`src/rtl/fe_rx_pkg.sv`:
```
package fe_rx_pkg;
  // ----------------------------------------
  // timing
  // ----------------------------------------
  localparam int CLK_MHZ = 250;
  localparam int HOLD_TIME_US = 722;
  localparam int HOLD_CYCLES = HOLD_TIME_US * CLK_MHZ;
  localparam int LINK_TIME_US = 395;
  localparam int LINK_CYCLES = LINK_TIME_US * CLK_MHZ;
  localparam int LOCK_BITS = 12 * 5;
  localparam int REFRESH_BITS = 58;
  localparam logic [3:0] IDLE_RUN_BITS = 4'ha;
  localparam logic [3:0] CRU_LOCK_EDGES = 4'h8;
  localparam logic [7:0] CRU_MAX_PERIOD = 8'hff;
  // ----------------------------------------
  // register map
  // ----------------------------------------
  localparam logic [7:0] OFS_CFG = 8'h00;
  localparam logic [7:0] OFS_STATUS = 8'h04;
  localparam logic [7:0] OFS_FCC = 8'h08;
  localparam logic [31:0] CFG_RESET = 32'h0000_0000;
  localparam logic [31:0] CFG_MASK = 32'h0000_0132;
  localparam int CFG_FORCE_SD = 1;
  localparam int CFG_DSCR_SKIP = 4;
  localparam int CFG_DEC_SKIP = 5;
  localparam int CFG_SD_LOCK = 8;
  localparam int STS_LINK = 0;
  localparam int STS_LOCK = 1;
  localparam int STS_CRU = 2;
  localparam int STS_SD = 3;
  // ----------------------------------------
  // code groups and nibbles
  // ----------------------------------------
  localparam logic [4:0] CG_IDLE = 5'h1f;
  localparam logic [4:0] CG_J = 5'h18;
  localparam logic [4:0] CG_K = 5'h11;
  localparam logic [4:0] CG_T = 5'h0d;
  localparam logic [3:0] NIB_PREAMBLE = 4'h5;
  localparam logic [3:0] NIB_FALSE_CARRIER = 4'he;
  // ----------------------------------------
  // types
  // ----------------------------------------
  typedef enum logic [2:0] {
    RX_HUNT = 3'b000,
    RX_SSD = 3'b001,
    RX_DATA = 3'b010,
    RX_END = 3'b011,
    RX_BAD = 3'b100
  } rx_state_t;
  // one line symbol: positive or negative level, neither is zero
  typedef struct packed {
    logic pos;
    logic neg;
  } line_sym_t;
  typedef struct packed {
    logic clk;
    logic dv;
    logic er;
    logic [3:0] rxd;
  } mii_rx_t;
  // returns {valid, nibble} for a data code group
  function automatic logic [4:0] decode_4b5b(input logic [4:0] cg);
    case (cg)
      5'h1e: decode_4b5b = 5'h10;
      5'h09: decode_4b5b = 5'h11;
      5'h14: decode_4b5b = 5'h12;
      5'h15: decode_4b5b = 5'h13;
      5'h0a: decode_4b5b = 5'h14;
      5'h0b: decode_4b5b = 5'h15;
      5'h0e: decode_4b5b = 5'h16;
      5'h0f: decode_4b5b = 5'h17;
      5'h12: decode_4b5b = 5'h18;
      5'h13: decode_4b5b = 5'h19;
      5'h16: decode_4b5b = 5'h1a;
      5'h17: decode_4b5b = 5'h1b;
      5'h1a: decode_4b5b = 5'h1c;
      5'h1b: decode_4b5b = 5'h1d;
      5'h1c: decode_4b5b = 5'h1e;
      5'h1d: decode_4b5b = 5'h1f;
      default: decode_4b5b = 5'h00;
    endcase
  endfunction
endpackage

```
`src/rtl/fast_ethernet_rx_pcs.sv`:
```
`timescale 1ns/1ps
module fast_ethernet_rx_pcs import fe_rx_pkg::*; #(
  parameter int HOLD_CYC = HOLD_CYCLES,
  parameter int LINK_CYC = LINK_CYCLES
) (
  // clock and reset
  input logic clock_i,
  input logic resetn_i,
  // line receiver side
  input logic line_clk_i,
  input line_sym_t line_sym_i,
  input logic signal_detect_i,
  // register port
  input logic [7:0] addr_i,
  input logic [31:0] wdata_i,
  input logic wr_i,
  input logic rd_i,
  output logic [31:0] rdata_o,
  // mac side
  output mii_rx_t mii_o,
  output logic [4:0] raw_sym_o,
  output logic link_up_o
);
  localparam logic [17:0] HOLD_LOAD = 18'(HOLD_CYC - 1);
  localparam logic [17:0] LINK_LAST = 18'(LINK_CYC - 1);

  logic sym_stb; // one cycle per received symbol
  line_sym_t sym;
  logic cru_locked;
  logic sd_s1; // first sync stage
  logic sd_s2;
  logic [31:0] cfg; // coding_sublayer_config_reg
  logic force_sd;
  logic sd_need_lock;
  logic descrambler_skip;
  logic symbol_decoder_skip;
  logic [31:0] status;
  logic nrzi;
  logic prev_nrzi;
  logic nrz;
  logic key;
  logic ud; // descrambled bit
  logic pbit; // bit into alignment
  logic [10:0] lfsr;
  logic locked;
  logic [5:0] match_cnt;
  logic [5:0] idle_run;
  logic [17:0] hold_cnt;
  logic refresh;
  logic expire;
  logic sd_ok;
  logic enter_ok;
  logic [17:0] link_cnt;
  logic link_up;
  logic run_ok;
  logic [9:0] sr; // last ten aligned-path bits
  logic [9:0] next_sr;
  logic [4:0] grp;
  logic [4:0] dec;
  logic [2:0] grp_bits; // bits of current group already held
  logic boundary;
  logic [3:0] ones_run;
  logic idle_ok;
  logic hunt_zero;
  rx_state_t state;
  logic ssd_k; // J seen, waiting for K
  logic ssd_bad;
  logic bad_evt;
  logic idle_grps;
  logic [3:0] held; // one group of delay for the preamble slot
  logic held_er;
  logic rx_clk;
  logic rx_dv;
  logic rx_er;
  logic [3:0] rxd;
  logic [15:0] fcc; // false carrier events

  // ----------------------------------------
  // clock recovery and signal detect sync
  // ----------------------------------------
  // recovered symbol timing
  clock_recovery_unit u_cru (
    .clock_i(clock_i),
    .resetn_i(resetn_i),
    .line_clk_i(line_clk_i),
    .line_sym_i(line_sym_i),
    .sym_stb_o(sym_stb),
    .sym_o(sym),
    .locked_o(cru_locked)
  );

  always_ff @(posedge clock_i or negedge resetn_i) begin
    if (!resetn_i) begin
      sd_s1 <= 1'b0;
      sd_s2 <= 1'b0;
    end else begin
      sd_s1 <= signal_detect_i;
      sd_s2 <= sd_s1;
    end
  end

  // ----------------------------------------
  // register port
  // ----------------------------------------
  assign force_sd = cfg[CFG_FORCE_SD];
  assign sd_need_lock = cfg[CFG_SD_LOCK];
  assign descrambler_skip = cfg[CFG_DSCR_SKIP];
  assign symbol_decoder_skip = cfg[CFG_DEC_SKIP];

  // config write, reserved bits stay zero
  always_ff @(posedge clock_i or negedge resetn_i) begin
    if (!resetn_i) begin
      cfg <= CFG_RESET;
    end else if (wr_i && addr_i == OFS_CFG) begin
      cfg <= wdata_i & CFG_MASK;
    end
  end

  always_comb begin
    status = 32'h0;
    status[STS_LINK] = link_up;
    status[STS_LOCK] = locked;
    status[STS_CRU] = cru_locked;
    status[STS_SD] = sd_s2;
  end

  // read data stands only in the cycle after the strobe
  always_ff @(posedge clock_i or negedge resetn_i) begin
    if (!resetn_i) begin
      rdata_o <= 32'h0;
    end else if (rd_i) begin
      case (addr_i)
        OFS_CFG: rdata_o <= cfg;
        OFS_STATUS: rdata_o <= status;
        OFS_FCC: rdata_o <= {16'h0, fcc};
        default: rdata_o <= 32'h0;
      endcase
    end else begin
      rdata_o <= 32'h0;
    end
  end

  // ----------------------------------------
  // bit path
  // ----------------------------------------
  // nonzero level marks nrzi one
  assign nrzi = sym.pos | sym.neg;
  assign nrz = nrzi ^ prev_nrzi;
  // taps of x^11 + x^9 + 1
  assign key = lfsr[10] ^ lfsr[8];
  assign ud = nrz ^ key;
  assign pbit = descrambler_skip ? nrz : ud;

  always_ff @(posedge clock_i or negedge resetn_i) begin
    if (!resetn_i) begin
      prev_nrzi <= 1'b0;
    end else if (sym_stb) begin
      prev_nrzi <= nrzi;
    end
  end

  // ----------------------------------------
  // descrambler lock and hold timer
  // ----------------------------------------
  // idle content refresh
  assign refresh = sym_stb & locked & ud & (idle_run == 6'(REFRESH_BITS - 1));
  assign expire = locked & ~refresh & (hold_cnt == 18'h0);

  // while unlocked the key is guessed from idle (plain ones), so
  // ~nrz is shifted in; a run of correct predictions proves the guess
  always_ff @(posedge clock_i or negedge resetn_i) begin
    if (!resetn_i) begin
      lfsr <= 11'h000;
      locked <= 1'b0;
      match_cnt <= 6'h00;
      idle_run <= 6'h00;
      hold_cnt <= 18'h0;
    end else if (expire) begin
      locked <= 1'b0;
      lfsr <= 11'h000;
      match_cnt <= 6'h00;
      idle_run <= 6'h00;
    end else begin
      if (refresh) begin
        hold_cnt <= HOLD_LOAD;
      end else if (locked) begin
        hold_cnt <= hold_cnt - 18'h1;
      end
      if (sym_stb && locked) begin
        lfsr <= {lfsr[9:0], key};
        if (!ud || idle_run == 6'(REFRESH_BITS - 1)) begin
          idle_run <= 6'h00;
        end else begin
          idle_run <= idle_run + 6'h01;
        end
      end else if (sym_stb) begin
        lfsr <= {lfsr[9:0], ~nrz};
        if (~nrz == key) begin
          if (match_cnt == 6'(LOCK_BITS - 1)) begin
            locked <= 1'b1;
            hold_cnt <= HOLD_LOAD;
            match_cnt <= 6'h00;
          end else begin
            match_cnt <= match_cnt + 6'h01;
          end
        end else begin
          match_cnt <= 6'h00;
        end
      end
    end
  end

  // ----------------------------------------
  // link integrity monitor
  // ----------------------------------------
  // link pulses never lock the cru, so they cannot qualify detect
  assign sd_ok = force_sd | (sd_s2 & cru_locked);
  assign enter_ok = sd_ok & (~sd_need_lock | locked);

  always_ff @(posedge clock_i or negedge resetn_i) begin
    if (!resetn_i) begin
      link_up <= 1'b0;
      link_cnt <= 18'h0;
    end else if (!sd_ok) begin
      link_up <= 1'b0;
      link_cnt <= 18'h0;
    end else if (!link_up) begin
      if (!enter_ok) begin
        link_cnt <= 18'h0;
      end else if (link_cnt == LINK_LAST) begin
        link_up <= 1'b1;
      end else begin
        link_cnt <= link_cnt + 18'h1;
      end
    end
  end

  assign link_up_o = link_up;

  // ----------------------------------------
  // serial to parallel and alignment
  // ----------------------------------------
  // decoder skip; decoding also waits for link up
  assign run_ok = link_up & (descrambler_skip | locked) & ~symbol_decoder_skip;
  assign next_sr = {sr[8:0], pbit};
  assign grp = next_sr[4:0];
  assign dec = decode_4b5b(grp);
  assign boundary = sym_stb & (grp_bits == 3'h4);
  assign idle_ok = (ones_run == IDLE_RUN_BITS);
  // first zero after idle is the third bit of J
  assign hunt_zero = run_ok & (state == RX_HUNT) & ~pbit & idle_ok;

  always_ff @(posedge clock_i or negedge resetn_i) begin
    if (!resetn_i) begin
      sr <= 10'h000;
      grp_bits <= 3'h0;
      raw_sym_o <= 5'h00;
    end else if (sym_stb) begin
      sr <= next_sr;
      if (hunt_zero) begin
        grp_bits <= 3'h3;
      end else if (grp_bits == 3'h4) begin
        grp_bits <= 3'h0;
        raw_sym_o <= grp;
      end else begin
        grp_bits <= grp_bits + 3'h1;
      end
    end
  end

  // consecutive ones, saturating at two idle groups
  always_ff @(posedge clock_i or negedge resetn_i) begin
    if (!resetn_i) begin
      ones_run <= 4'h0;
    end else if (sym_stb) begin
      if (!pbit) begin
        ones_run <= 4'h0;
      end else if (!idle_ok) begin
        ones_run <= ones_run + 4'h1;
      end
    end
  end

  // ----------------------------------------
  // receive state machine
  // ----------------------------------------
  // anything but J then K after idle
  assign ssd_bad = (state == RX_SSD) & boundary & (ssd_k ? grp != CG_K : grp != CG_J);
  assign bad_evt = run_ok & ssd_bad;

  always_ff @(posedge clock_i or negedge resetn_i) begin
    if (!resetn_i) begin
      state <= RX_HUNT;
      ssd_k <= 1'b0;
      idle_grps <= 1'b0;
      held <= 4'h0;
      held_er <= 1'b0;
      rx_dv <= 1'b0;
      rx_er <= 1'b0;
      rxd <= 4'h0;
    end else if (!run_ok) begin
      state <= RX_HUNT;
      rx_dv <= 1'b0;
      rx_er <= 1'b0;
      rxd <= 4'h0;
    end else if (sym_stb) begin
      case (state)
        RX_HUNT: begin
          if (hunt_zero) begin
            state <= RX_SSD;
            ssd_k <= 1'b0;
          end
        end
        RX_SSD: begin
          if (ssd_bad) begin
            state <= RX_BAD;
            idle_grps <= 1'b0;
            rx_er <= 1'b1;
            rxd <= NIB_FALSE_CARRIER;
          end else if (boundary && ssd_k) begin
            state <= RX_DATA;
            rx_dv <= 1'b1;
            rxd <= NIB_PREAMBLE;
            held <= NIB_PREAMBLE;
            held_er <= 1'b0;
          end else if (boundary) begin
            ssd_k <= 1'b1;
          end
        end
        RX_DATA: begin
          // lookup decode, stop at T or idle
          if (boundary) begin
            rxd <= held;
            rx_er <= held_er;
            held <= dec[3:0];
            held_er <= ~dec[4];
            if (grp == CG_T || grp == CG_IDLE) begin
              state <= RX_END;
            end
          end
        end
        RX_END: begin
          // second delimiter group closes the frame
          if (boundary) begin
            state <= RX_HUNT;
            rx_dv <= 1'b0;
            rx_er <= 1'b0;
            rxd <= 4'h0;
          end
        end
        RX_BAD: begin
          // hold error until two idle groups
          if (boundary) begin
            if (grp != CG_IDLE) begin
              idle_grps <= 1'b0;
            end else if (idle_grps) begin
              state <= RX_HUNT;
              rx_er <= 1'b0;
              rxd <= 4'h0;
            end else begin
              idle_grps <= 1'b1;
            end
          end
        end
        default: state <= RX_HUNT;
      endcase
    end
  end

  always_ff @(posedge clock_i or negedge resetn_i) begin
    if (!resetn_i) begin
      fcc <= 16'h0000;
    end else if (bad_evt && fcc != 16'hffff) begin
      fcc <= fcc + 16'h0001;
    end
  end

  // receive clock from group phase
  // low for two symbols after data changes, so data is settled at rise
  always_ff @(posedge clock_i or negedge resetn_i) begin
    if (!resetn_i) begin
      rx_clk <= 1'b0;
    end else begin
      rx_clk <= (grp_bits >= 3'h2);
    end
  end

  assign mii_o = '{clk: rx_clk, dv: rx_dv, er: rx_er, rxd: rxd};

  // ----------------------------------------
  // checks
  // ----------------------------------------
  a_link_entry: assert property (
    @(posedge clock_i) disable iff (!resetn_i)
    $rose(link_up) |-> $past(link_cnt) == LINK_LAST && $past(enter_ok))
    else $error("link up before qualify time");
  a_link_lock: assert property (
    @(posedge clock_i) disable iff (!resetn_i)
    $rose(link_up) && $past(sd_need_lock) |-> $past(locked))
    else $error("link up without descrambler lock");
  a_link_stay: assert property (
    @(posedge clock_i) disable iff (!resetn_i) link_up && sd_ok |=> link_up)
    else $error("link dropped with signal detect present");
  a_link_drop: assert property (
    @(posedge clock_i) disable iff (!resetn_i) !sd_ok |=> !link_up && link_cnt == 18'h0)
    else $error("link kept without qualified detect");
  a_lock_entry: assert property (
    @(posedge clock_i) disable iff (!resetn_i)
    $rose(locked) |-> $past(match_cnt) == 6'(LOCK_BITS - 1) && $past(sym_stb))
    else $error("lock without twelve idle groups");
  a_hold_start: assert property (
    @(posedge clock_i) disable iff (!resetn_i) $rose(locked) |-> hold_cnt == HOLD_LOAD)
    else $error("hold timer not loaded at lock");
  a_hold_reload: assert property (
    @(posedge clock_i) disable iff (!resetn_i) refresh |=> hold_cnt == HOLD_LOAD && locked)
    else $error("idle content did not restart hold");
  a_hold_expire: assert property (
    @(posedge clock_i) disable iff (!resetn_i)
    locked && hold_cnt == 18'h0 && !refresh |=> !locked && lfsr == 11'h000)
    else $error("hold expiry kept lock");
  a_preamble_pair: assert property (
    @(posedge clock_i) disable iff (!resetn_i)
    run_ok && sym_stb && state == RX_SSD && boundary && ssd_k && !ssd_bad
    |=> rx_dv && rxd == NIB_PREAMBLE && held == NIB_PREAMBLE)
    else $error("J/K not replaced by preamble");
  a_bad_ssd: assert property (
    @(posedge clock_i) disable iff (!resetn_i) bad_evt && sym_stb |=> state == RX_BAD && rx_er)
    else $error("bad delimiter not flagged");
  a_false_nibble: assert property (
    @(posedge clock_i) disable iff (!resetn_i) rx_er && !rx_dv |-> rxd == NIB_FALSE_CARRIER)
    else $error("false carrier nibble wrong");
  a_fcc_step: assert property (
    @(posedge clock_i) disable iff (!resetn_i)
    bad_evt && fcc != 16'hffff |=> fcc == $past(fcc) + 16'h0001)
    else $error("false carrier count not one step");
  a_dec_skip: assert property (
    @(posedge clock_i) disable iff (!resetn_i) symbol_decoder_skip |=> !rx_dv && state == RX_HUNT)
    else $error("decoder active while skipped");

  c_lock: cover property (@(posedge clock_i) disable iff (!resetn_i) $rose(locked));
  c_link: cover property (@(posedge clock_i) disable iff (!resetn_i) $rose(link_up));
  c_frame: cover property (@(posedge clock_i) disable iff (!resetn_i)
    state == RX_END ##1 state == RX_HUNT);
  c_bad: cover property (@(posedge clock_i) disable iff (!resetn_i) bad_evt);
endmodule // fast_ethernet_rx_pcs

```
`src/rtl/clock_recovery_unit.sv`:
```
`timescale 1ns/1ps
module clock_recovery_unit import fe_rx_pkg::*; (
  // clock and reset
  input logic clock_i,
  input logic resetn_i,
  // line side
  input logic line_clk_i,
  input line_sym_t line_sym_i,
  // recovered symbol stream
  output logic sym_stb_o,
  output line_sym_t sym_o,
  output logic locked_o
);
  logic clk_s1; // first sync stage, read only by clk_s2
  logic clk_s2;
  logic clk_s3; // edge reference
  line_sym_t sym_s1;
  line_sym_t sym_s2;
  logic edge_hit;
  logic [7:0] per; // cycles since last edge
  logic [7:0] last_per;
  logic [3:0] good; // consecutive steady periods
  logic steady;

  // ----------------------------------------
  // synchronisers
  // ----------------------------------------
  always_ff @(posedge clock_i or negedge resetn_i) begin
    if (!resetn_i) begin
      clk_s1 <= 1'b0;
      clk_s2 <= 1'b0;
      clk_s3 <= 1'b0;
      sym_s1 <= '0;
      sym_s2 <= '0;
    end else begin
      clk_s1 <= line_clk_i;
      clk_s2 <= clk_s1;
      clk_s3 <= clk_s2;
      sym_s1 <= line_sym_i;
      sym_s2 <= sym_s1;
    end
  end

  assign edge_hit = clk_s2 & ~clk_s3;
  assign steady = ({1'b0, per} + 9'h1 >= {1'b0, last_per}) &&
                  ({1'b0, per} <= {1'b0, last_per} + 9'h1);

  // symbol strobe
  // data is taken on the rising line edge, one strobe per symbol
  always_ff @(posedge clock_i or negedge resetn_i) begin
    if (!resetn_i) begin
      sym_stb_o <= 1'b0;
      sym_o <= '0;
    end else begin
      sym_stb_o <= edge_hit;
      if (edge_hit) begin
        sym_o <= sym_s2;
      end
    end
  end

  // digital lock tracking
  // lock needs a run of periods within one cycle of each other; sparse link pulses never get one
  always_ff @(posedge clock_i or negedge resetn_i) begin
    if (!resetn_i) begin
      per <= 8'h00;
      last_per <= 8'h00;
      good <= 4'h0;
      locked_o <= 1'b0;
    end else if (edge_hit) begin
      per <= 8'h00;
      last_per <= per;
      if (!steady) begin
        good <= 4'h0;
        locked_o <= 1'b0;
      end else if (good == CRU_LOCK_EDGES) begin
        locked_o <= 1'b1;
      end else begin
        good <= good + 4'h1;
      end
    end else if (per == CRU_MAX_PERIOD) begin
      // line clock stopped: lose lock
      good <= 4'h0;
      locked_o <= 1'b0;
    end else begin
      per <= per + 8'h01;
    end
  end

  a_stb_single: assert property (
    @(posedge clock_i) disable iff (!resetn_i) sym_stb_o |=> !sym_stb_o)
    else $error("symbol strobe longer than one cycle");
endmodule // clock_recovery_unit

```
`config.mk`:
```
export PLATFORM = sky130hd
export DESIGN_NAME = fast_ethernet_rx_pcs
export DESIGN_NICKNAME = d
export VERILOG_FILES = /design/src/rtl/fe_rx_pkg.sv /design/src/rtl/fast_ethernet_rx_pcs.sv /design/src/rtl/clock_recovery_unit.sv
export SDC_FILE = /design/constraint.sdc
export NUM_CORES = 1
export LEC_CHECK = 0
export ABC_AREA = 0
export BUFFER_PORTS_ARGS = -buffer_cell sky130_fd_sc_hd__buf_2
export CORE_ASPECT_RATIO = 1.25
export CORE_UTILIZATION = 44
export CTS_BUF_LIST = sky130_fd_sc_hd__clkbuf_16
export CTS_CLUSTER_DIAMETER = 40
export DETAILED_ROUTE_END_ITERATION = 6
export RECOVER_POWER = 50
export SYNTH_ARGS = -nofsm -noshare
export SYNTH_HDL_FRONTEND = slang
export SYNTH_SLANG_ARGS = --single-unit
export TNS_END_PERCENT = 100
```
`constraint.sdc`:
```
create_clock -name clock_i -period 5.4 [get_ports clock_i]
set_input_delay 0.27 -clock clock_i [delete_from_list [all_inputs] [get_ports clock_i]]
set_output_delay 0.27 -clock clock_i [all_outputs]
set_load 0.02 [all_outputs]
```
Yosys cells after proc, flatten, opt, wreduce, memory -nomap -nowiden
Memories as Yosys holds them, arrays and structs flattened. Index checks and enable logic that the tools add are counted.

Bits in registers: 180. Latch bits: 0. Bits in writable memories: 0. ROM bits: 160. Input port bits: 48. Output and inout port bits: 45. Logic and storage cells: 270. Memories: 1.

Memories: (name not given) (depth 32, width 5, read ports 1, clocked after memory_dff 0, write ports 0, RTL line fe_rx_pkg.sv:63) `case (cg)`.

Add/subtract/negate cells: 11. Multipliers: 0. Divide/modulo/power cells: 0. Order comparisons: 3. Eq/ne operators: 49. Shift operators: 0. Mux-type cells: 100. Bitwise gates (word level): 32. Reductions and logical operators: 34.

Operator list (count): $mux W18 (10); $mux W4 (17); $mux W6 (8); $pmux W16 S3 (1); $mux W3 (13); $mux W1 (37); $ne A3 B3 Y1 const B (12); $mux W11 (3); $mux W32 (1); $ne A2 B2 Y1 const B (10); $add A18 B1 Y18 const B (1); $add A8 B1 Y9 const B (2); $eq A18 B17 Y1 const B (1); $logic_not A18 Y1 (1); $sub A18 B1 Y18 const B (1); $and A1 B1 Y1 (17); $add A16 B1 Y16 const B (1); $mux W8 (2); $ne A16 B16 Y1 const B (1); $pmux W4 S4 (1); $reduce_and A8 Y1 (2); $reduce_bool A2 Y1 (8); $ne A5 B5 Y1 const B (3); $pmux W3 S5 (1); 42 further kinds (75).

Logic depth before layout (Yosys ltp)
Gate-level depths: netlist of run 1.

Depth after elaboration: 11. Mapped depth: 11. Gate-level depth less buffers: 11.

Hierarchy
Synthesis of run 1 repeated with hierarchy kept, for this count alone.

Cells, all modules: 871. Area, all modules: 8533.2 um2.

Modules (own cells, without submodules): fast_ethernet_rx_pcs (times used 1, cells each 696, area an instance 6751.5 um2, seq. area each 3328.2 um2); clock_recovery_unit (times used 1, cells each 175, area an instance 1781.7 um2, seq. area each 775.7 um2).

Worst setup path before layout of run 1
No wires, ideal clock.

Kind: register to register. Start point: reg u_cru.per[1]. End point: reg u_cru.good[0]. Setup time: 0.125 ns. Data arrival time: 2.662 ns. Data required time: 5.275 ns. Slack: 2.613 ns. Stages on the path, launching flop included: 12. Path buffers: 0. Cell sequence: dfrtp_1 > ha_1 > nand3_1 > nor2_1 > xor2_1 > ha_1 > a21oi_1 > o31ai_1 > a2111oi_0 > or3_1 > o22ai_1 > mux2_2.

Word-level cells in the longest chain between the ends: 5. Elaborated cells on any way between the ends: 10. Classes of those cells: 1 x add/sub; 2 x order compare; 2 x eq/ne; 2 x mux; 3 x reduce/logical.

Ends and longest elaborated chain: start: declaration (RTL line clock_recovery_unit.sv:20) `logic [7:0] per;`; start signal: assignment (RTL line clock_recovery_unit.sv:86) `per <= per + 8'h01;`; $add A8 B1 Y9 (RTL line clock_recovery_unit.sv:45) `assign steady = ({1'b0, per} + 9'h1 >= {1'b0, last_per}) &&`; $ge A9 B8 Y1 (RTL line clock_recovery_unit.sv:45); $logic_and A1 B1 Y1 (RTL line clock_recovery_unit.sv:45); $ne A3 B3 Y1 (no source line) or $mux W4 (tied branches); $reduce_and A2 Y1 (no source line) or $mux W4 (tied branches); end signal: assignment (RTL line clock_recovery_unit.sv:79) `good <= good + 4'h1;`; end: declaration (RTL line clock_recovery_unit.sv:22) `logic [3:0] good;`.

Parallel ways exist; a longest one is shown, timed or not. A chain may end at the register's enable or synchronous reset.

Final worst setup path of run 1
Same ends and word-level chain as after synthesis.

==> results of run 1 <==
-- state kept, by name (all words and copies together), names as in the netlist, 3 cells and up --
signal and cells:
fcc 16, match_cnt 6, u_cru.per 8, u_cru.good 4
link_cnt 18, rdata_o 16, cfg 4, ones_run 4
rxd 4, state 3, sr 4, hold_cnt 18
idle_run 6, lfsr 11, u_cru.last_per 8, raw_sym_o 5
grp_bits 3, held 4
-- how the worst max path moves through the flow --
stage,from,to
after global routing,u_cru.per[0],u_cru.good[0]
final,u_cru.per[1],u_cru.good[0]
after detailed placement,u_cru.per[1],u_cru.good[0]
after floorplan,u_cru.per[1],u_cru.good[0]
after CTS,u_cru.per[1],u_cru.good[0]
after global placement,u_cru.per[1],u_cru.good[0]
-- cell type report --
cell class,instances,area share [%]
sequential,164,43.0
inverter,34,1.34
clock buffer,17,4.46
tap,261,3.42
multi-input combinational,642,43.2
clock inverter,15,1.51
timing repair buffer,59,3.07
-- report_power, final --
group          internal [mW]  total [mW]  leakage, nW  switching, mW
clock network          0.647        1.18        0.279          0.534
registers               1.36        1.51         2.20          0.147
logic                  0.296       0.725         1.72          0.429
-- synthesized netlist by cell type, drive strengths merged (3+ instances only) --
| cell type | number |
|---|---|
| a211o | 4 |
| a21o | 6 |
| a21oi | 36 |
| a22o | 4 |
| a22oi | 5 |
| a31oi | 10 |
| and2 | 14 |
| and3 | 9 |
| buf | 28 |
| clkbuf | 29 |
| dfrtp | 164 |
| ha | 34 |
| inv | 34 |
| mux2 | 19 |
| mux2i | 19 |
| nand2 | 73 |
| nand2b | 6 |
| nand3 | 37 |
| nand3b | 4 |
| nand4 | 14 |
| nor2 | 87 |
| nor2b | 13 |
| nor3 | 35 |
| nor3b | 4 |
| nor4 | 7 |
| nor4b | 6 |
| o211ai | 7 |
| o21a | 6 |
| o21ai | 48 |
| o21bai | 3 |
| o2bb2ai | 3 |
| o31a | 3 |
| o31ai | 4 |
| o41ai | 3 |
| or2 | 3 |
| or3 | 15 |
| or4 | 4 |
| xnor2 | 41 |
| xor2 | 12 |
-- cell families (layout without fill, tap and decap cells) --
group / count (synthesis) / count (layout) / share of synthesized area, %
buf+inv: 91 / 125 / 5.24
simple gates: 338 / 338 / 19.7
compound gates: 162 / 162 / 12.1
mux: 38 / 38 / 4.69
flops: 164 / 164 / 47.6
fa+ha+maj: 34 / 34 / 4.93
other cells: 1 / 16 / 0.0435
xor+xnor: 54 / 54 / 5.66
-- layout by cell type (no fill, tap or decap), types with 4 or more instances in the layout --
master	instances
mux2_2	19
a31oi_1	10
xnor2_1	41
nor3b_1	4
nand3b_1	4
o21ai_0	46
nand4_1	14
and3_1	9
clkbuf_16	17
ha_1	34
nor2b_1	12
a22oi_1	5
a211o_1	4
o21a_1	6
and2_1	14
a21oi_1	35
inv_1	34
o31ai_1	4
nor4_1	7
o211ai_1	7
clkbuf_1	33
nand3_1	36
xor2_1	12
nor4b_1	6
nor2_1	86
nand2b_1	6
nand2_1	73
dlygate4sd3_1	5
nor3_1	34
a21o_1	6
mux2i_1	19
or3_1	15
buf_2	17
conb_1	16
dfrtp_1	164
inv_6	5
a22o_1	4
-- what timing repair did --
item | CTS | global route
setup endpoints to repair | 0 | 0
hold endpoints to repair | 78 | 0
hold buffers | 5 | 0
-- layer usage --
metal	vias to the layer above	global-route usage (%)
li1	3137	-
met1	2997	23.5
met2	76	30.4
met3	20	3.16
met4	0	6.75
met5	-	0
==> impl_metrics.tcl, run 1 <==
set metrics [dict create \
    grt_start_max_net_pins 77 \
    synthFlopType "dfrtp_1" \
    crit_top_cell "ha_1" \
    critPathLaunchType "flip-flop" \
    ant_nets 0 \
    yosysTopAreaCellShare_pct 47.6 \
    slowest_stage "a2111oi_0" \
    fmax_ghz 0.307 \
    tns_ps 0 \
    holdPathEnd "cfg[5]" \
    dp_hpwl_microns 11900 \
    cp.buffers_inverters 0 \
    dr.pass1.iters 4 \
    port_buffers 48 \
    multi_input_area_sq_um 4130 \
    fp.coreArea_sq_um 19000 \
    antenna_found_initial 0 \
    vias 6230 \
    drt_iter0_markers 241 \
    clkLatencyLatePin_ps 430 \
    yosys_warnings 0 \
    powerDensity_nw_per_um2 358 \
    max_stage_delay_ps 810 \
    slew_violations 71 \
    post_cts_buffers 0 \
    rr_startpoint "u_cru.per[1]" \
    die_area_sq_um 20200 \
    reg2regPathDepth 11 \
    syn_inst 882 \
    wl_per_cell_microns 14.3 \
    cts.reportedPaths.clkPinSlew_ps 70 \
    antenna_cells 0 \
    routed_wl_microns 17100 \
    cp_cell_sequence "ha_1, nand3_1, nor2_1, xor2_1, ha_1, a21oi_1, o31ai_1, a2111oi_0, or3_1, o22ai_1, mux2_2" \
    synth-edff-count 0 \
    place.gp.congestion 0.792 \
    finalPower_mw 3.41 \
    peakVddDrop_uv 218 \
    finalWorstSetupSlack_ps 2140 \
    crit_fanout 6 \
    top_layer "met4" \
    dieWidth_microns 127 \
    cp_data_required_time_ps 5710 \
    start_util_pct 45.4 \
    regArea_sq_um 4100 \
    final.period_utilization_pct 60.4 \
    worstReg2RegEnd "u_cru.good[0]" \
    placedCellCount 1155 \
    whs_ps 73.7 \
    avgViaCountPerCell 5.23 \
    met2_length_microns 8230 \
    worstHoldPathCells 2 \
    async_reset_ff_share_pct 100 \
    grt_pass1_wl_microns 28900 \
    cts_resized 0 \
    placed_area_sq_um 8980 \
    crit_cells 11 \
    syn-cell-area_sq_um 8620 \
    nFillCells 1749 \
    io_pins 93 \
    worstPathArrival_ps 3570 \
    setup_violations 0 \
    yosysSeqAreaShare_pct 47.6 \
    drive_above_1_share_pct 9.45 \
    place_ws_ps 2180 \
    remaining_drc_errors 0 \
    post-route-min-period_ps 3260 \
    max-slew-margin-rel_pct -35.1 \
    cap_violations 2 \
    syn_avg_cell_area_sq_um 9.78 \
    rsz0062_at_grt "no" \
    stdcell_count 1192 \
    leakage_nw 4.20 \
    hold_start "wdata_i[5]" \
    post-route-cell-area_sq_um 9550 \
    synth_top_cells_by_area "dfrtp_1 48%, ha_1 4.9%, xnor2_1 4.2%" \
    rows 56 \
    worst_pin_slew_ps 2030 \
    synth.distinct_cells 71 \
    clockBufferDepth 2 \
    globalRouteTotalUtil_pct 18.1 \
    violations "max-capacitance violations, max-slew violations" \
    yosysTopAreaCell "dfrtp_1" \
    grt_pass1_vias 5887 \
    cp-end-kind "flip-flop" \
    worst_hold_path_type "in2reg" \
    cts_tree "done" \
    final_util_pct 50.3 \
    cts_root_buffer "clkbuf_16" \
    numCtsBuffers 17 \
    finalHoldViolCount 0 \
    critPathKind "reg2reg" \
    die_h_microns 159 \
    finClkSkew_ps 12.0 \
    wl_met3_microns 381 \
    crit_family "compound AO/OA/AOI/OAI gates" \
    wl_met1_microns 8200 \
    ys_ff_latch 164 \
    area_delta_synth_final_pct 10.7 \
    rrSetupSlack_ps 2140 \
    htreeDepth 4 \
    clock-sinks 164 \
    status "finished with violations" \
    fin_nets 1000 \
    grt_overflow 0 \
]
No activity file was read; power rests on OpenSTA's default activity.
==> run 2, diff against run 1 <==
- clock period: 5.4 -> 3.2 ns (I/O delays scaled with it)
==> run 2 against run 1 <==
The flow still finishes with violations (max-capacitance violations, max-slew violations); non-clock buffer count grew 23; maximum frequency up 15%; register-to-register slack got worse by 1800 ps; highest routed layer unchanged; clock power is 91% higher.
==> impl_metrics.tcl, run 2 (same netlist as run 1, synthesis figures left out) <==
set metrics [dict create \
    violations "max-capacitance violations, max-slew violations" \
    critPathLaunchType "flip-flop" \
    worst_hold_path_type "in2reg" \
    max-slew-margin-rel_pct -22.5 \
    clkLatencyLatePin_ps 430 \
    port_buffers 48 \
    clockBufferDepth 2 \
    antenna_found_initial 0 \
    fmax_ghz 0.353 \
    cts_tree "done" \
    worstPathArrival_ps 3150 \
    post_cts_buffers 0 \
    cp_data_required_time_ps 3520 \
    cts.reportedPaths.clkPinSlew_ps 70 \
    drive_above_1_share_pct 11.5 \
    crit_fanout 12 \
    die_h_microns 159 \
    start_util_pct 45.4 \
    place_ws_ps 290 \
    top_regs "hold_cnt (18), link_cnt (18)" \
    htreeDepth 4 \
    post-route-min-period_ps 2840 \
    dieWidth_microns 127 \
    wl_per_cell_microns 14.7 \
    final_common_cell "dfrtp_1" \
    area_delta_synth_final_pct 14.0 \
    slew_violations 72 \
    peakVddDrop_uv 396 \
    fp.coreArea_sq_um 19000 \
    status "finished with violations" \
    finalHoldViolCount 0 \
    dp_hpwl_microns 12500 \
    grt_pass1_vias 6164 \
    place.gp.congestion 0.812 \
    critPathKind "reg2reg" \
    wl_met1_microns 8480 \
    rows 56 \
    fin_nets 1023 \
    grt_start_max_net_pins 73 \
    io_pins 93 \
    met2_length_microns 8680 \
    tns_ps 0 \
    globalRouteTotalUtil_pct 19.1 \
    regArea_sq_um 4100 \
    drt_iter0_markers 435 \
    powerDensity_nw_per_um2 623 \
    nFillCells 1785 \
    clock-sinks 164 \
    worst_pin_slew_ps 1840 \
    dr.pass1.iters 6 \
    whs_ps 23.2 \
    setup_violations 0 \
    vias 6374 \
    finalWorstSetupSlack_ps 365 \
    wl_met3_microns 444 \
    final_cell_mix "164 x dfrtp_1, 86 x nor2_1, 73 x nand2_1, 46 x o21ai_0, 41 x xnor2_1" \
    cp-end-kind "flip-flop" \
    remaining_drc_errors 0 \
    ant_nets 0 \
    multi_input_area_sq_um 4130 \
    cap_violations 1 \
    finClkSkew_ps 9.32 \
    numCtsBuffers 17 \
    die_area_sq_um 20200 \
    final.period_utilization_pct 88.6 \
    routed_wl_microns 17800 \
    avgViaCountPerCell 5.25 \
    cts_root_buffer "clkbuf_16" \
    rsz0062_at_grt "no" \
    grt_pass1_wl_microns 30300 \
    antenna_cells 0 \
    rrSetupSlack_ps 360 \
    leakage_nw 4.37 \
    grt_overflow 0 \
    top_layer "met4" \
]
run 2: power breakdown:
group,internal [mW],switching [mW],total [mW]
registers,2.30,0.237,2.53
clock network,1.33,0.913,2.25
logic,0.577,0.768,1.35
run 2: cell type report:
class / instances / area share, %
clock inverter: 15 / 2.23
sequential: 164 / 41.7
inverter: 34 / 1.30
tap: 261 / 3.32
clock buffer: 17 / 4.33
multi-input combinational: 642 / 42.0
timing repair buffer: 82 / 5.05
run 2: layer usage:
metal / GRT usage (%) / up-vias
li1: - / 3192
met3: 3.93 / 17
met1: 25.1 / 3073
met2: 31.8 / 92
met5: 0 / -
met4: 5.50 / 0
run 2: through the flow:
stage / util [%] / cell area, sq um / total power [mW] / cells
floorplan: - / 8680 / 3.49 / 897
global placement: 48.2 / 9150 / 3.88 / 1175
detailed placement: 48.2 / 9150 / 3.90 / 1175
CTS: 52.0 / 9880 / 6.17 / 1215
global route: 51.8 / 9830 / 6.48 / 1215
finish: 51.8 / 9830 / 6.12 / 1215
run 2: path summary, 6_finish.rpt:
path                            startpoint         endpoint  cells after the start
hold / removal                   addr_i[2]       rdata_o[5]                      2
setup / recovery               hold_cnt[5]      idle_run[2]                      6
min in group asynchronous         resetn_i           rxd[2]                      2
max in group asynchronous         resetn_i      ones_run[3]                      3
setup reg to reg               hold_cnt[5]      idle_run[2]                      6
hold reg to reg            u_cru.sym_s1[1]  u_cru.sym_s2[1]                      0
run 2: critical path, cell delays in order, from the launching register on:
cell,delay [ps]
dfrtp_1,430
or4_4,560
or3_1,410
or4b_4,630
a21boi_0,270
o21bai_1,260
a21o_1,170
run 2: timing repair:
item	4_1_cts	5_1_grt
resized for setup	0	2
endpoints found under the setup margin	0	2
hold endpoints to repair	75	0
hold buffers	8	0
==> run 3, diff against run 2 <==
- CELL_PAD_IN_SITES_DETAIL_PLACEMENT: default -> 1
- CELL_PAD_IN_SITES_GLOBAL_PLACEMENT: default -> 2
- CORE_UTILIZATION: 44 -> 38
- PLACE_DENSITY_LB_ADDON: default -> 0.1
==> run 3 against run 2 <==
The flow still finishes with violations (max-capacitance violations, max-slew violations); routed wire length grew 16%; design area is 1.4% lower; final cell count grew 1.6%; count of clock-buffer cells in the layout did not move; critical path depth grew 6; largest power group unchanged; setup slack got worse by 130 ps; sequential cell count stayed put; first-iteration DRC count fell by 40%; die area increased by 16%; register-to-register slack worse by 130 ps; combinational power hardly changed; total power fell by 6.6%.
==> impl_metrics.tcl, run 3 (same netlist as run 1, synthesis figures left out) <==
set metrics [dict create \
    critPathLaunchType "flip-flop" \
    cts_tree "done" \
    fp.coreArea_sq_um 22300 \
    max-slew-margin-rel_pct -45.2 \
    nFillCells 2545 \
    antenna_found_initial 0 \
    grt_overflow 0 \
    remaining_drc_errors 0 \
    cap_violations 1 \
    io_pins 93 \
    slew_violations 83 \
    numCtsBuffers 17 \
    final_common_cell "dfrtp_1" \
    final.period_utilization_pct 92.8 \
    tns_ps 0 \
    cts.reportedPaths.clkPinSlew_ps 70 \
    worst_pin_slew_ps 2180 \
    port_buffers 48 \
    htreeDepth 4 \
    dp_hpwl_microns 15000 \
    peakVddDrop_uv 377 \
    powerDensity_nw_per_um2 590 \
    fin_nets 1020 \
    post-route-min-period_ps 2970 \
    cp_data_required_time_ps 3510 \
    vias 6608 \
    clockBufferDepth 2 \
    place_ws_ps 278 \
    rsz0062_at_grt "no" \
    clkLatencyLatePin_ps 430 \
    final_cell_mix "164 x dfrtp_1, 86 x nor2_1, 73 x nand2_1, 46 x o21ai_0, 41 x xnor2_1" \
    clock-sinks 164 \
    avgViaCountPerCell 5.35 \
    finalPower_mw 5.72 \
    final_util_pct 43.5 \
    finClkSkew_ps 9.57 \
    drive_above_1_share_pct 11.0 \
    top_regs "hold_cnt (18), link_cnt (18)" \
    area_delta_synth_final_pct 12.4 \
    violations "max-capacitance violations, max-slew violations" \
    finalHoldViolCount 0 \
    globalRouteTotalUtil_pct 19.1 \
    place.gp.congestion 0.784 \
    start_util_pct 38.7 \
    grt_pass1_wl_microns 35000 \
    rows 61 \
    wl_per_cell_microns 16.7 \
    dr.pass1.iters 4 \
    dieWidth_microns 137 \
    routed_wl_microns 20600 \
    die_h_microns 170 \
    post_cts_buffers 0 \
    leakage_nw 4.29 \
    cp-end-kind "flip-flop" \
    drt_iter0_markers 261 \
    critPathKind "reg2reg" \
    antenna_cells 0 \
    worst_hold_path_type "in2reg" \
    status "finished with violations" \
    worstPathArrival_ps 3280 \
    setup_violations 0 \
    die_area_sq_um 23300 \
    finalWorstSetupSlack_ps 232 \
    crit_fanout 6 \
    ant_nets 0 \
    cts_root_buffer "clkbuf_16" \
    fmax_ghz 0.337 \
    grt_start_max_net_pins 84 \
    grt_pass1_vias 7001 \
]
[run 3: cell count changes in the layout (fill, tap and decap cells not counted), moves of 3 or more]
cell / delta
inv_6: -3
clkinvlp_4: +5
inv_8: -3
bufinv_16: -4
clkinv_2: +3
[run 3: area by class of cell]
cell class,count,area (sq um),share of cell area (%)
inverter,34,128,1.32
timing repair buffer,79,464,4.79
clock inverter,15,93.8,0.968
clock buffer,17,425,4.39
multi-input combinational,642,4120,42.5
tap,283,354,3.65
sequential,164,4100,42.3
[run 3: metal layers]
metal / up-vias / wire length, microns / track usage [%]
li1: 3177 / - / -
met1: 3331 / 9410 / 23.7
met2: 72 / 10500 / 33.6
met3: 28 / 422 / 3.28
met4: 0 / 300 / 5.60
met5: - / 0 / 0
[run 3: worst paths after layout]
check | startpoint | end | slack [ps] | cells past startpoint
max | u_cru.per[1] | u_cru.good[0] | 230 | 12
min | wdata_i[5] | cfg[5] | 20 | 2
max reg2reg | u_cru.per[1] | u_cru.good[0] | 230 | 12
min reg2reg | u_cru.sym_s1[0] | u_cru.sym_s2[0] | 350 | 0
max in group asynchronous | resetn_i | u_cru.last_per[4] | 720 | 3
min in group asynchronous | resetn_i | held[2] | 920 | 2
[run 3: through the flow]
stage | instance area [sq um] | std cells | hold WS [ps]
after floorplan | 8680 | 897 | -136
after global placement | 9150 | 1195 | 268
after detailed placement | 9150 | 1195 | 270
after CTS | 9740 | 1234 | 3.72
after global routing | 9690 | 1234 | 3.85
final | 9690 | 1234 | 21.7
[run 3: critical path, cell delays in order, from the launching register on]
cell and delay [ps]:
dfrtp_1 450, ha_1 220, nand3_1 170, nor2_1 170, xor2_1 210, ha_1 290
a21oi_1 140, o31ai_1 80, a2111oi_0 370, buf_4 200, or3_1 130, o22ai_1 100
mux2_2 320
[run 3: report_power, final]
part           internal, mW  leakage [nW]  switching (mW)
registers              2.30          2.20           0.261
logic                 0.557          1.83           0.775
clock network         0.979         0.249           0.850
[run 3: what timing repair did]
| action | 4_1_cts | 5_1_grt |
|---|---|---|
| setup endpoints to repair | 0 | 0 |
| hold endpoints to repair | 86 | 0 |
| hold buffers | 7 | 0 |
| resized for setup | 0 | 0 |
